<file path="config.mk">
export PLATFORM = sky130hd
export DESIGN_NAME = gcrb_top
export DESIGN_NICKNAME = d
export VERILOG_FILES = /design/src/design/gcrb_pkg.sv /design/src/design/gcrb_frame_if.sv /design/src/design/gcrb_spi_frame.sv /design/src/design/gcrb_top.sv /design/src/design/gcrb_watchdog.sv
export VERILOG_INCLUDE_DIRS = /design/src /design/src/design
export SDC_FILE = /design/constraint.sdc
export NUM_CORES = 1
export LEC_CHECK = 0
export ABC_AREA = 1
export BUFFER_PORTS_ARGS = -buffer_cell sky130_fd_sc_hd__buf_4
export CAP_MARGIN = 20
export CORE_MARGIN = 8
export CORE_UTILIZATION = 28
export DETAILED_ROUTE_END_ITERATION = 6
export PLACE_DENSITY_LB_ADDON = 0.12
export SLEW_MARGIN = 30
export SYNTH_ARGS = -nofsm -noshare
export SYNTH_HDL_FRONTEND = slang
export SYNTH_SLANG_ARGS = --single-unit
</file>
<file path="constraint.sdc">
create_clock -name clk_i -period 4.4 [get_ports clk_i]
set_input_delay 0 -clock clk_i [delete_from_list [all_inputs] [get_ports clk_i]]
set_output_delay 0 -clock clk_i [all_outputs]
set_load 0.005 [all_outputs]
</file>
<file path="src/design/gcrb_regs.svh">
// offsets, field positions, reset values and timing of the control bank
`ifndef GCRB_REGS_SVH
`define GCRB_REGS_SVH

`define GCRB_ADDR_W 5
`define GCRB_DATA_W 16
`define GCRB_OFS_GC1 5'h00
`define GCRB_OFS_GC2 5'h01
`define GCRB_OFS_DLY1 5'h0e
`define GCRB_NUM_DLY 3

`define GCRB_GC1_RESET 16'h0026
`define GCRB_GC1_RW_MASK 16'hffaf
`define GCRB_DLY_RESET 16'h0a0a
`define GCRB_WATCHDOG_DISABLE_RESET 1'b0

`define GCRB_B_S2DIR 15
`define GCRB_B_S2GAIN_HI 14
`define GCRB_B_S2GAIN_LO 13
`define GCRB_B_S1DIR 12
`define GCRB_B_S1GAIN_HI 11
`define GCRB_B_S1GAIN_LO 10
`define GCRB_B_BANK 9
`define GCRB_B_OVTH 8
`define GCRB_B_UNLOCK 7
`define GCRB_B_FM 5
`define GCRB_B_STEP 3
`define GCRB_B_OVERCURRENT_SHUTDOWN_ENABLE 2
`define GCRB_B_WATCHDOG_PERIOD_SELECT 1
`define GCRB_B_TRIG 0
`define GCRB_B_WATCHDOG_DISABLE 9

`define GCRB_FRAME_BITS 5'd24
`define GCRB_HDR_LAST 5'd7
`define GCRB_CUR_W 5

`define GCRB_CLK_MHZ 200
`define GCRB_WD_SHORT_MS 50
`define GCRB_WD_LONG_MS 200
`define GCRB_WD_CNT_W 26

`endif

</file>
<file path="src/design/gcrb_pkg.sv">
// types shared by the control bank modules
package gcrb_pkg;
   typedef logic [15:0] gcrb_word_t;
   typedef logic [2:0][15:0] gcrb_dly_arr_t;
   typedef enum logic [1:0] {WD_OFF, WD_RUN, WD_EXPIRED} gcrb_wd_state_t;
endpackage

</file>
<file path="src/design/gcrb_frame_if.sv">
// decoded serial frame passed from the frame engine to the register bank
`timescale 1ns/10ps
interface gcrb_frame_if;
   logic frame_done;
   logic wr;
   logic [4:0] addr;
   gcrb_pkg::gcrb_word_t wdata;
   gcrb_pkg::gcrb_word_t rdata;

   modport engine (
      output frame_done,
      output wr,
      output addr,
      output wdata,
      input rdata
   );
   modport bank (
      input frame_done,
      input wr,
      input addr,
      input wdata,
      output rdata
   );
endinterface

</file>
<file path="src/design/gcrb_spi_frame.sv">
// 24-bit serial frame engine, pins sampled on the system clock
`timescale 1ns/10ps
`include "gcrb_regs.svh"
module gcrb_spi_frame (
   input wire logic clk_i,
   input wire logic rst_n_i,
   input wire logic csn_n_i,
   input wire logic sclk_i,
   input wire logic sdi_i,
   output logic sdo_o,
   output logic sdo_oe_o,
   gcrb_frame_if.engine fr
);
   logic sclk_q;
   logic csn_q;
   logic rise;
   logic fall;
   logic load_q;
   logic [4:0] bit_cnt;
   logic [23:0] in_sh;
   logic [15:0] out_sh;
   logic wr_reg;
   logic [4:0] addr_reg;

   assign rise = sclk_i & ~sclk_q & ~csn_n_i;
   assign fall = ~sclk_i & sclk_q & ~csn_n_i;

   always_ff @(posedge clk_i)
   begin
      if (!rst_n_i)
      begin
         sclk_q <= 1'b0;
         csn_q <= 1'b1;
      end
      else
      begin
         sclk_q <= sclk_i;
         csn_q <= csn_n_i;
      end
   end

   // count saturates so long frames are never committed
   always_ff @(posedge clk_i)
   begin
      if (!rst_n_i || csn_n_i)
         bit_cnt <= 5'd0;
      else if (rise && bit_cnt != 5'h1f)
         bit_cnt <= bit_cnt + 5'd1;
   end

   always_ff @(posedge clk_i)
   begin
      if (!rst_n_i)
         in_sh <= 24'h000000;
      else if (rise)
         in_sh <= {in_sh[22:0], sdi_i};
   end

   always_ff @(posedge clk_i)
   begin
      if (!rst_n_i)
      begin
         wr_reg <= 1'b0;
         addr_reg <= 5'h00;
      end
      else if (rise && bit_cnt == `GCRB_HDR_LAST)
      begin
         wr_reg <= in_sh[6];
         addr_reg <= {in_sh[3:0], sdi_i};
      end
   end

   // read word is fetched one cycle after the header is complete
   always_ff @(posedge clk_i)
   begin
      if (!rst_n_i)
         load_q <= 1'b0;
      else
         load_q <= rise && bit_cnt == `GCRB_HDR_LAST;
   end

   always_ff @(posedge clk_i)
   begin
      if (!rst_n_i || csn_n_i)
      begin
         out_sh <= 16'h0000;
         sdo_o <= 1'b0;
      end
      else if (load_q)
         out_sh <= fr.rdata;
      else if (fall)
      begin
         sdo_o <= out_sh[15];
         out_sh <= {out_sh[14:0], 1'b0};
      end
   end

   assign sdo_oe_o = ~csn_n_i;
   assign fr.frame_done = csn_n_i & ~csn_q & (bit_cnt == `GCRB_FRAME_BITS);
   assign fr.wr = wr_reg;
   assign fr.addr = addr_reg;
   assign fr.wdata = in_sh[15:0];
endmodule

</file>
<file path="src/design/gcrb_top.sv">
// general control register bank with serial access and watchdog
`timescale 1ns/10ps
`include "gcrb_regs.svh"

////////////////////////////////////////////////////////////////////////////
// What this block does
// - bit 15: sense two direction, 0 unidirectional, 1 bidirectional.
// - bits 14:13: sense two gain 10/20/40/80 V/V, reset 00.
// - bit 12: sense one direction, 0 unidirectional, 1 bidirectional.
// - bits 11:10: sense one gain 10/20/40/80 V/V, reset 00.
// - bit 9: bank select for shared offsets, reset active set.
// - bit 8: supply overvoltage threshold low when 0, high when 1.
// - unlock bit 7 allows watchdog disable set next frame only.
// - bit 6 reads zero and ignores writes.
// - bit 5: frequency modulation, on after reset.
// - bit 3: adaptation step one or two current steps.
// - bit 2: overcurrent shutdown enable, on after reset.
// - bit 1: watchdog period 50 ms or 200 ms, reset 200 ms.
// - write leaving trigger bit unchanged puts device in fail-safe.
// - three delay registers at 0x0e..0x10, both banks, reset 0x0a0a.
// - max pre-charge current also drives post-discharge phase.
// - watchdog disable sets only after unlock frame; clear is immediate.
module gcrb_top #(
   parameter int unsigned WD_SHORT_CYC =
      `GCRB_WD_SHORT_MS * 1000 * `GCRB_CLK_MHZ,
   parameter int unsigned WD_LONG_CYC =
      `GCRB_WD_LONG_MS * 1000 * `GCRB_CLK_MHZ
) (
   input wire logic clk_i,
   input wire logic rst_n_i,
   input wire logic csn_n_i,
   input wire logic sclk_i,
   input wire logic sdi_i,
   output logic sdo_o,
   output logic sdo_oe_o,
   input wire logic post_discharge_i,
   input wire logic [`GCRB_CUR_W-1:0] precharge_current_i,
   input wire logic [`GCRB_CUR_W-1:0] max_precharge_current_i,
   output logic [`GCRB_CUR_W-1:0] active_gate_current_o,
   output logic sense_two_direction_o,
   output logic [1:0] sense_two_gain_o,
   output logic sense_one_direction_o,
   output logic [1:0] sense_one_gain_o,
   output logic bank_select_o,
   output logic supply_overvoltage_threshold_select_o,
   output logic frequency_modulation_enable_o,
   output logic adaptation_step_size_o,
   output logic overcurrent_shutdown_enable_o,
   output logic watchdog_period_select_o,
   output logic watchdog_enable_o,
   output logic fail_safe_o,
   output gcrb_pkg::gcrb_dly_arr_t pwm_channel_delays_o
);

   ////////////////////////////////////////////////////////////////////////
   // frame engine

   gcrb_frame_if fr ();

   gcrb_spi_frame u_frame (
      .clk_i(clk_i),
      .rst_n_i(rst_n_i),
      .csn_n_i(csn_n_i),
      .sclk_i(sclk_i),
      .sdi_i(sdi_i),
      .sdo_o(sdo_o),
      .sdo_oe_o(sdo_oe_o),
      .fr(fr.engine)
   );

   ////////////////////////////////////////////////////////////////////////
   // write decode

   gcrb_pkg::gcrb_word_t general_control_one_reg;
   gcrb_pkg::gcrb_word_t general_control_one_next;
   gcrb_pkg::gcrb_dly_arr_t dly_reg;
   logic watchdog_disable_reg;
   logic unlock_armed_reg;
   logic fail_safe_reg;
   logic wd_expired;
   logic wr_gc1;
   logic wr_gc2;
   logic [`GCRB_NUM_DLY-1:0] wr_dly;
   logic trig_ok;
   logic trig_bad;
   logic kick;

   always_comb
   begin
      wr_gc1 = 1'b0;
      wr_gc2 = 1'b0;
      if (fr.frame_done && fr.wr)
      begin
         if (fr.addr == `GCRB_OFS_GC1)
            wr_gc1 = 1'b1;
         else if (fr.addr == `GCRB_OFS_GC2)
            wr_gc2 = 1'b1;
      end
   end

   // the delay registers ignore the bank bit
   genvar gi;
   generate
      for (gi = 0; gi < `GCRB_NUM_DLY; gi++)
      begin : g_dly
         assign wr_dly[gi] = fr.frame_done && fr.wr &&
            fr.addr == 5'(`GCRB_OFS_DLY1 + gi);

         always_ff @(posedge clk_i)
         begin
            if (!rst_n_i)
               dly_reg[gi] <= `GCRB_DLY_RESET;
            else if (wr_dly[gi])
               dly_reg[gi] <= fr.wdata;
         end
      end
   endgenerate

   ////////////////////////////////////////////////////////////////////////
   // general control one

   // trigger must flip on every write to this register
   assign trig_ok = fr.wdata[`GCRB_B_TRIG] !=
      general_control_one_reg[`GCRB_B_TRIG];
   assign trig_bad = wr_gc1 && !trig_ok;
   assign kick = wr_gc1 && trig_ok;

   // reserved bits are masked so they can never be stored
   assign general_control_one_next =
      fr.wdata & `GCRB_GC1_RW_MASK;

   // a bad-trigger write is still stored, the fail-safe flag records it
   always_ff @(posedge clk_i)
   begin
      if (!rst_n_i)
         general_control_one_reg <= `GCRB_GC1_RESET;
      else if (wr_gc1)
         general_control_one_reg <= general_control_one_next;
   end

   ////////////////////////////////////////////////////////////////////////
   // watchdog disable and unlock handshake

   // armed only for the single frame that follows an unlock write
   always_ff @(posedge clk_i)
   begin
      if (!rst_n_i)
         unlock_armed_reg <= 1'b0;
      else if (fr.frame_done)
         unlock_armed_reg <= wr_gc1 &&
            fr.wdata[`GCRB_B_UNLOCK];
   end

   always_ff @(posedge clk_i)
   begin
      if (!rst_n_i)
         watchdog_disable_reg <= `GCRB_WATCHDOG_DISABLE_RESET;
      else if (wr_gc2)
      begin
         if (!fr.wdata[`GCRB_B_WATCHDOG_DISABLE])
            watchdog_disable_reg <= 1'b0;
         else if (unlock_armed_reg)
            watchdog_disable_reg <= 1'b1;
      end
   end

   ////////////////////////////////////////////////////////////////////////
   // watchdog timer and fail-safe

   gcrb_watchdog #(
      .SHORT_CYC(WD_SHORT_CYC),
      .LONG_CYC(WD_LONG_CYC)
   ) u_wd (
      .clk_i(clk_i),
      .rst_n_i(rst_n_i),
      .enable_i(!watchdog_disable_reg),
      .long_i(general_control_one_reg[`GCRB_B_WATCHDOG_PERIOD_SELECT]),
      .kick_i(kick),
      .expired_o(wd_expired)
   );

   // sticky: only a reset leaves fail-safe
   always_ff @(posedge clk_i)
   begin
      if (!rst_n_i)
         fail_safe_reg <= 1'b0;
      else if (trig_bad || wd_expired)
         fail_safe_reg <= 1'b1;
   end

   ////////////////////////////////////////////////////////////////////////
   // read mux, sampled by the engine after the header

   always_comb
   begin
      fr.rdata = 16'h0000;
      if (fr.addr == `GCRB_OFS_GC1)
         fr.rdata = general_control_one_reg;
      else if (fr.addr == `GCRB_OFS_GC2)
         fr.rdata[`GCRB_B_WATCHDOG_DISABLE] = watchdog_disable_reg;
      else if (fr.addr == `GCRB_OFS_DLY1)
         fr.rdata = dly_reg[0];
      else if (fr.addr == 5'(`GCRB_OFS_DLY1 + 5'd1))
         fr.rdata = dly_reg[1];
      else if (fr.addr == 5'(`GCRB_OFS_DLY1 + 5'd2))
         fr.rdata = dly_reg[2];
   end

   ////////////////////////////////////////////////////////////////////////
   // gate current steering

   // post-discharge reuses the max pre-charge setting, no separate field
   assign active_gate_current_o = post_discharge_i
      ? max_precharge_current_i
      : precharge_current_i;

   ////////////////////////////////////////////////////////////////////////
   // field outputs

   assign sense_two_direction_o =
      general_control_one_reg[`GCRB_B_S2DIR];
   assign sense_two_gain_o = general_control_one_reg[
      `GCRB_B_S2GAIN_HI:`GCRB_B_S2GAIN_LO];
   assign sense_one_direction_o =
      general_control_one_reg[`GCRB_B_S1DIR];
   assign sense_one_gain_o = general_control_one_reg[
      `GCRB_B_S1GAIN_HI:`GCRB_B_S1GAIN_LO];
   assign bank_select_o =
      general_control_one_reg[`GCRB_B_BANK];
   assign supply_overvoltage_threshold_select_o =
      general_control_one_reg[`GCRB_B_OVTH];
   assign frequency_modulation_enable_o =
      general_control_one_reg[`GCRB_B_FM];
   assign adaptation_step_size_o =
      general_control_one_reg[`GCRB_B_STEP];
   assign overcurrent_shutdown_enable_o =
      general_control_one_reg[`GCRB_B_OVERCURRENT_SHUTDOWN_ENABLE];
   assign watchdog_period_select_o =
      general_control_one_reg[`GCRB_B_WATCHDOG_PERIOD_SELECT];
   assign watchdog_enable_o = !watchdog_disable_reg;
   assign fail_safe_o = fail_safe_reg;
   assign pwm_channel_delays_o = dly_reg;

endmodule

</file>
<file path="src/design/gcrb_watchdog.sv">
// timeout watchdog restarted by every valid trigger toggle
`timescale 1ns/10ps
`include "gcrb_regs.svh"
module gcrb_watchdog #(
   parameter int unsigned SHORT_CYC = 1000,
   parameter int unsigned LONG_CYC = 4000
) (
   input wire logic clk_i,
   input wire logic rst_n_i,
   input wire logic enable_i,
   input wire logic long_i,
   input wire logic kick_i,
   output logic expired_o
);
   gcrb_pkg::gcrb_wd_state_t state_reg;
   logic [`GCRB_WD_CNT_W-1:0] cnt_reg;
   logic [`GCRB_WD_CNT_W-1:0] limit;

   assign limit = long_i ? `GCRB_WD_CNT_W'(LONG_CYC - 1)
                         : `GCRB_WD_CNT_W'(SHORT_CYC - 1);

   always_ff @(posedge clk_i)
   begin
      if (!rst_n_i)
      begin
         state_reg <= gcrb_pkg::WD_RUN;
         cnt_reg <= '0;
      end
      else
      begin
         case (state_reg)
            gcrb_pkg::WD_OFF:
               if (enable_i)
               begin
                  state_reg <= gcrb_pkg::WD_RUN;
                  cnt_reg <= '0;
               end
            gcrb_pkg::WD_RUN:
               if (!enable_i)
                  state_reg <= gcrb_pkg::WD_OFF;
               else if (kick_i)
                  cnt_reg <= '0;
               else if (cnt_reg >= limit)
                  state_reg <= gcrb_pkg::WD_EXPIRED;
               else
                  cnt_reg <= cnt_reg + 1'b1;
            default:
               if (!enable_i)
                  state_reg <= gcrb_pkg::WD_OFF;
               else if (kick_i)
               begin
                  state_reg <= gcrb_pkg::WD_RUN;
                  cnt_reg <= '0;
               end
         endcase
      end
   end

   assign expired_o = state_reg == gcrb_pkg::WD_EXPIRED;
endmodule

</file>
==> flow_summary_export.csv <==
group,metric,value,unit
floorplan,start_util,0.2844,
logic_synthesis,synthArstFlopShare,0,
logic_synthesis,synth_nets,1027,
critical_path,critPathKind,"reg -> reg",
finish,final_util,0.3451,
logic_synthesis,synth_edf_count,0,
critical_path,arrival,3680,ps
clocking,clkSinkCount,140,
route,drtIter0Drc,332,
route,wl_per_cell,16.35,um
route,drc,0,
route,via_per_inst,4.764,
logic_synthesis,synth_top_family_by_area,"simple AND/OR/NAND/NOR gates",
route,drtAntennaViolNets,0,
clocking,cts_buffers,17,
clocking,cts-resized-gates,0,
logic_synthesis,yosysWarnings,0,
logic_synthesis,ys_seq_area_frac,0.4065,
critical_path,required,4710,ps
outcome,outcome,"finished, final reports clean",
logic_synthesis,synthSimpleGateAreaFrac,0.2695,
sta,slew_viol_final,0,
sta,rsz0062_at_grt,"no",
pwr,intPower,0.002404,W
sta,period_share,0.7653,
finish,area_delta_synth_final,21.36,%
place,io_buffers,84,
pwr,vdd_drop_max,0.1955,mV
pwr,comb_power_share,0.176,
global_route,grt_max_degree,102,
clocking,cts_tree,"done",
pwr,p_per_area,428.2,mW/mm2
critical_path,cp-end-kind,"register",
global_route,grt_pass1_vias,6418,
floorplan,die_x,172.9,um
sta,finalSetupViolCount,0,
clocking,h-tree-depth,4,
global_route,grt_usage,0.1544,
logic_synthesis,synth_compound_area_frac,0.1931,
sta,hold_viol,0,
clocking,cts-root-buf,"clkbuf_16",
pwr,seq_power_share,0.423,
global_route,grt_pass1_wl,37070,um
logic_synthesis,syn_area_per_cell,6.944,um2
critical_path,crit_fanout,22,
global_route,grt_antenna_before_repair,0,
route,wirelength,22760,um
sta,skew,16.24,ps
flow_run,drv_cap,0,
finish,antenna_cells,0,
floorplan,ios,85,
place,gp_congestion,0.7920,
logic_synthesis,synth-adder-area-share,0.03266,
clocking,ctsLongestPathBuffers,2,
critical_path,startpoint_type,"register",
place,dp_hpwl,16330,um
pwr,p_sw,0.001179,W
logic_synthesis,synth_cell_type_count,41,
finish,drive_gt1_frac,0.1461,
logic_synthesis,synth_xor_area_frac,0.002540,
logic_synthesis,synth_area,0.006895,mm2
finish,fillers,2662,
finish,nNetsFinal,1089,
route,vias,6632,
clocking,post_cts_buffers,0,
logic_synthesis,synth_ff_type,"dfxtp_1",
floorplan,placementRows,57,
pwr,leakage,3.490,nW
floorplan,die-area,0.02990,mm2
pwr,pwr-share-clk,0.402,
clocking,clkLatencyLatePin,430,ps
floorplan,core,0.02425,mm2
logic_synthesis,syn_inst,993,
hold_path,hold_class,"in -> reg",
sta,tns,0,ps
global_route,overflow,0,
route,dr.pass1.iters,7,
floorplan,dieHeight,172.9,um
sta,fmax,297.0,MHz
finish,largest_reg_flops,48,
sta,max-slew-margin-rel,0.3594,
pwr,swShare,0.3291,
sta,period_needed,3367,ps
sta,worst_slew_pin_slew,958.2,ps
logic_synthesis,synth.area.mux_share,0.008165,
clocking,clk_pin_slew,60,ps
logic_synthesis,synth-seq-cells,140,
synth_stat cells, types with 8 or more instances:
cell        n  area, um2
o21ai_0   105      525.5
nand2_1   186      698.2
inv_1      90      337.8
ha_1       18      225.2
nand3_1    85      425.4
dfxtp_1   140       2803
nor2_1    122      457.9
a21oi_1   113      565.5
clkbuf_1   31      116.4
or2_2       8      50.05
nand4_1    17      106.4
area by class of cell:
| class | instances | area [um2] | share of cell area |
|---|---|---|---|
| clock inverters | 14 | 147.6 | 0.01764 |
| well taps | 324 | 405.4 | 0.04844 |
| inverters | 96 | 362.8 | 0.04336 |
| multi-input cells | 706 | 3503 | 0.4187 |
| repair buffers | 94 | 716.9 | 0.08568 |
| flip-flops and latches | 140 | 2803 | 0.3349 |
| clock buffers | 18 | 429.2 | 0.05129 |
routing by layer:
| layer | vias to the layer above | track usage | wire length [um] |
|---|---|---|---|
| met5 | - | 0 | 0 |
| met4 | 0 | 0.04348 | 348 |
| met3 | 21 | 0.03376 | 815 |
| met2 | 123 | 0.2592 | 11080 |
| met1 | 3055 | 0.1960 | 10520 |
| li1 | 3433 | - | - |
cells in the final DEF (no fill, tap or decap), types with 5 or more instances in the layout:
cell,instances
dfxtp_1,140
mux2_2,5
inv_1,90
nor2_1,120
nand4_1,17
buf_4,90
nand2_1,186
nand3_1,85
ha_1,18
or2_2,8
inv_6,5
clkbuf_16,17
a21oi_1,113
o211ai_1,5
o2111ai_1,6
o21ai_0,105
critical path, cell delays in order (launching register included):
cell     delay, ps
dfxtp_1        530
inv_1          310
ha_1           400
nand2_1         50
nor2_1         130
nand2_1         80
nor2_1         100
nand2_1         50
nand3_1        100
nand3_1        690
nand2_4        470
inv_4          160
nor2_1         110
nor2_1          50
repair_timing:
| item | CTS | global route |
|---|---|---|
| endpoints found under the hold margin | 4 | 0 |
| hold buffers | 3 | 0 |
| endpoints found under the setup margin | 0 | 0 |
through the flow:
stage / hold slack, ps / setup slack (ps) / total power (W) / area [um2] / instances
final: 171.3 / 1033 / 0.003583 / 8368 / 1392
after global routing: 231.6 / 557.2 / 0.003806 / 8368 / 1392
after CTS: 180.6 / 934.4 / 0.003637 / 8364 / 1392
after detailed placement: 206.9 / 950.7 / 0.002183 / 7757 / 1357
after global placement: 204.3 / 1057 / 0.002181 / 7747 / 1357
after floorplan: 56.93 / 2280 / 0.002010 / 6895 / 993
kinds of logic (layout without fill, tap and decap cells):
family                     after synthesis  in the layout
adders and majority gates               18             18
muxes                                    5              5
and+or+nand+nor                        434            434
buffers and inverters                  147            222
xor gates and xnor gates                 2              2
AOI/OAI and AO/OA                      247            247
DFF                                    140            140
path summary, 6_finish.rpt:
| kind | start | end | slack (ps) | cells past startpoint |
|---|---|---|---|---|
| setup / recovery | general_control_one_reg[1]$_SDFFE_PN1P_ | u_wd.cnt_reg[17]$_SDFFE_PN0P_ | 1030 | 13 |
| hold / removal | rst_n_i | u_frame.sclk_q$_SDFF_PN0_ | 170 | 4 |
| setup reg to reg | general_control_one_reg[1]$_SDFFE_PN1P_ | u_wd.cnt_reg[17]$_SDFFE_PN0P_ | 1030 | 13 |
| hold reg to reg | u_frame.out_sh[8]$_SDFFE_PP0P_ | u_frame.out_sh[8]$_SDFFE_PP0P_ | 470 | 2 |
power groups by stage:
stage                     Clock [W]  Combinational, W  Sequential, W
final                       0.00144          0.000629        0.00151
after global routing        0.00154          0.000735        0.00153
after CTS                   0.00148          0.000646        0.00151
after detailed placement          0          0.000641        0.00154
after global placement            0          0.000635        0.00155
after floorplan                   0          0.000538        0.00147
No activity file was read; power rests on OpenSTA's default activity.
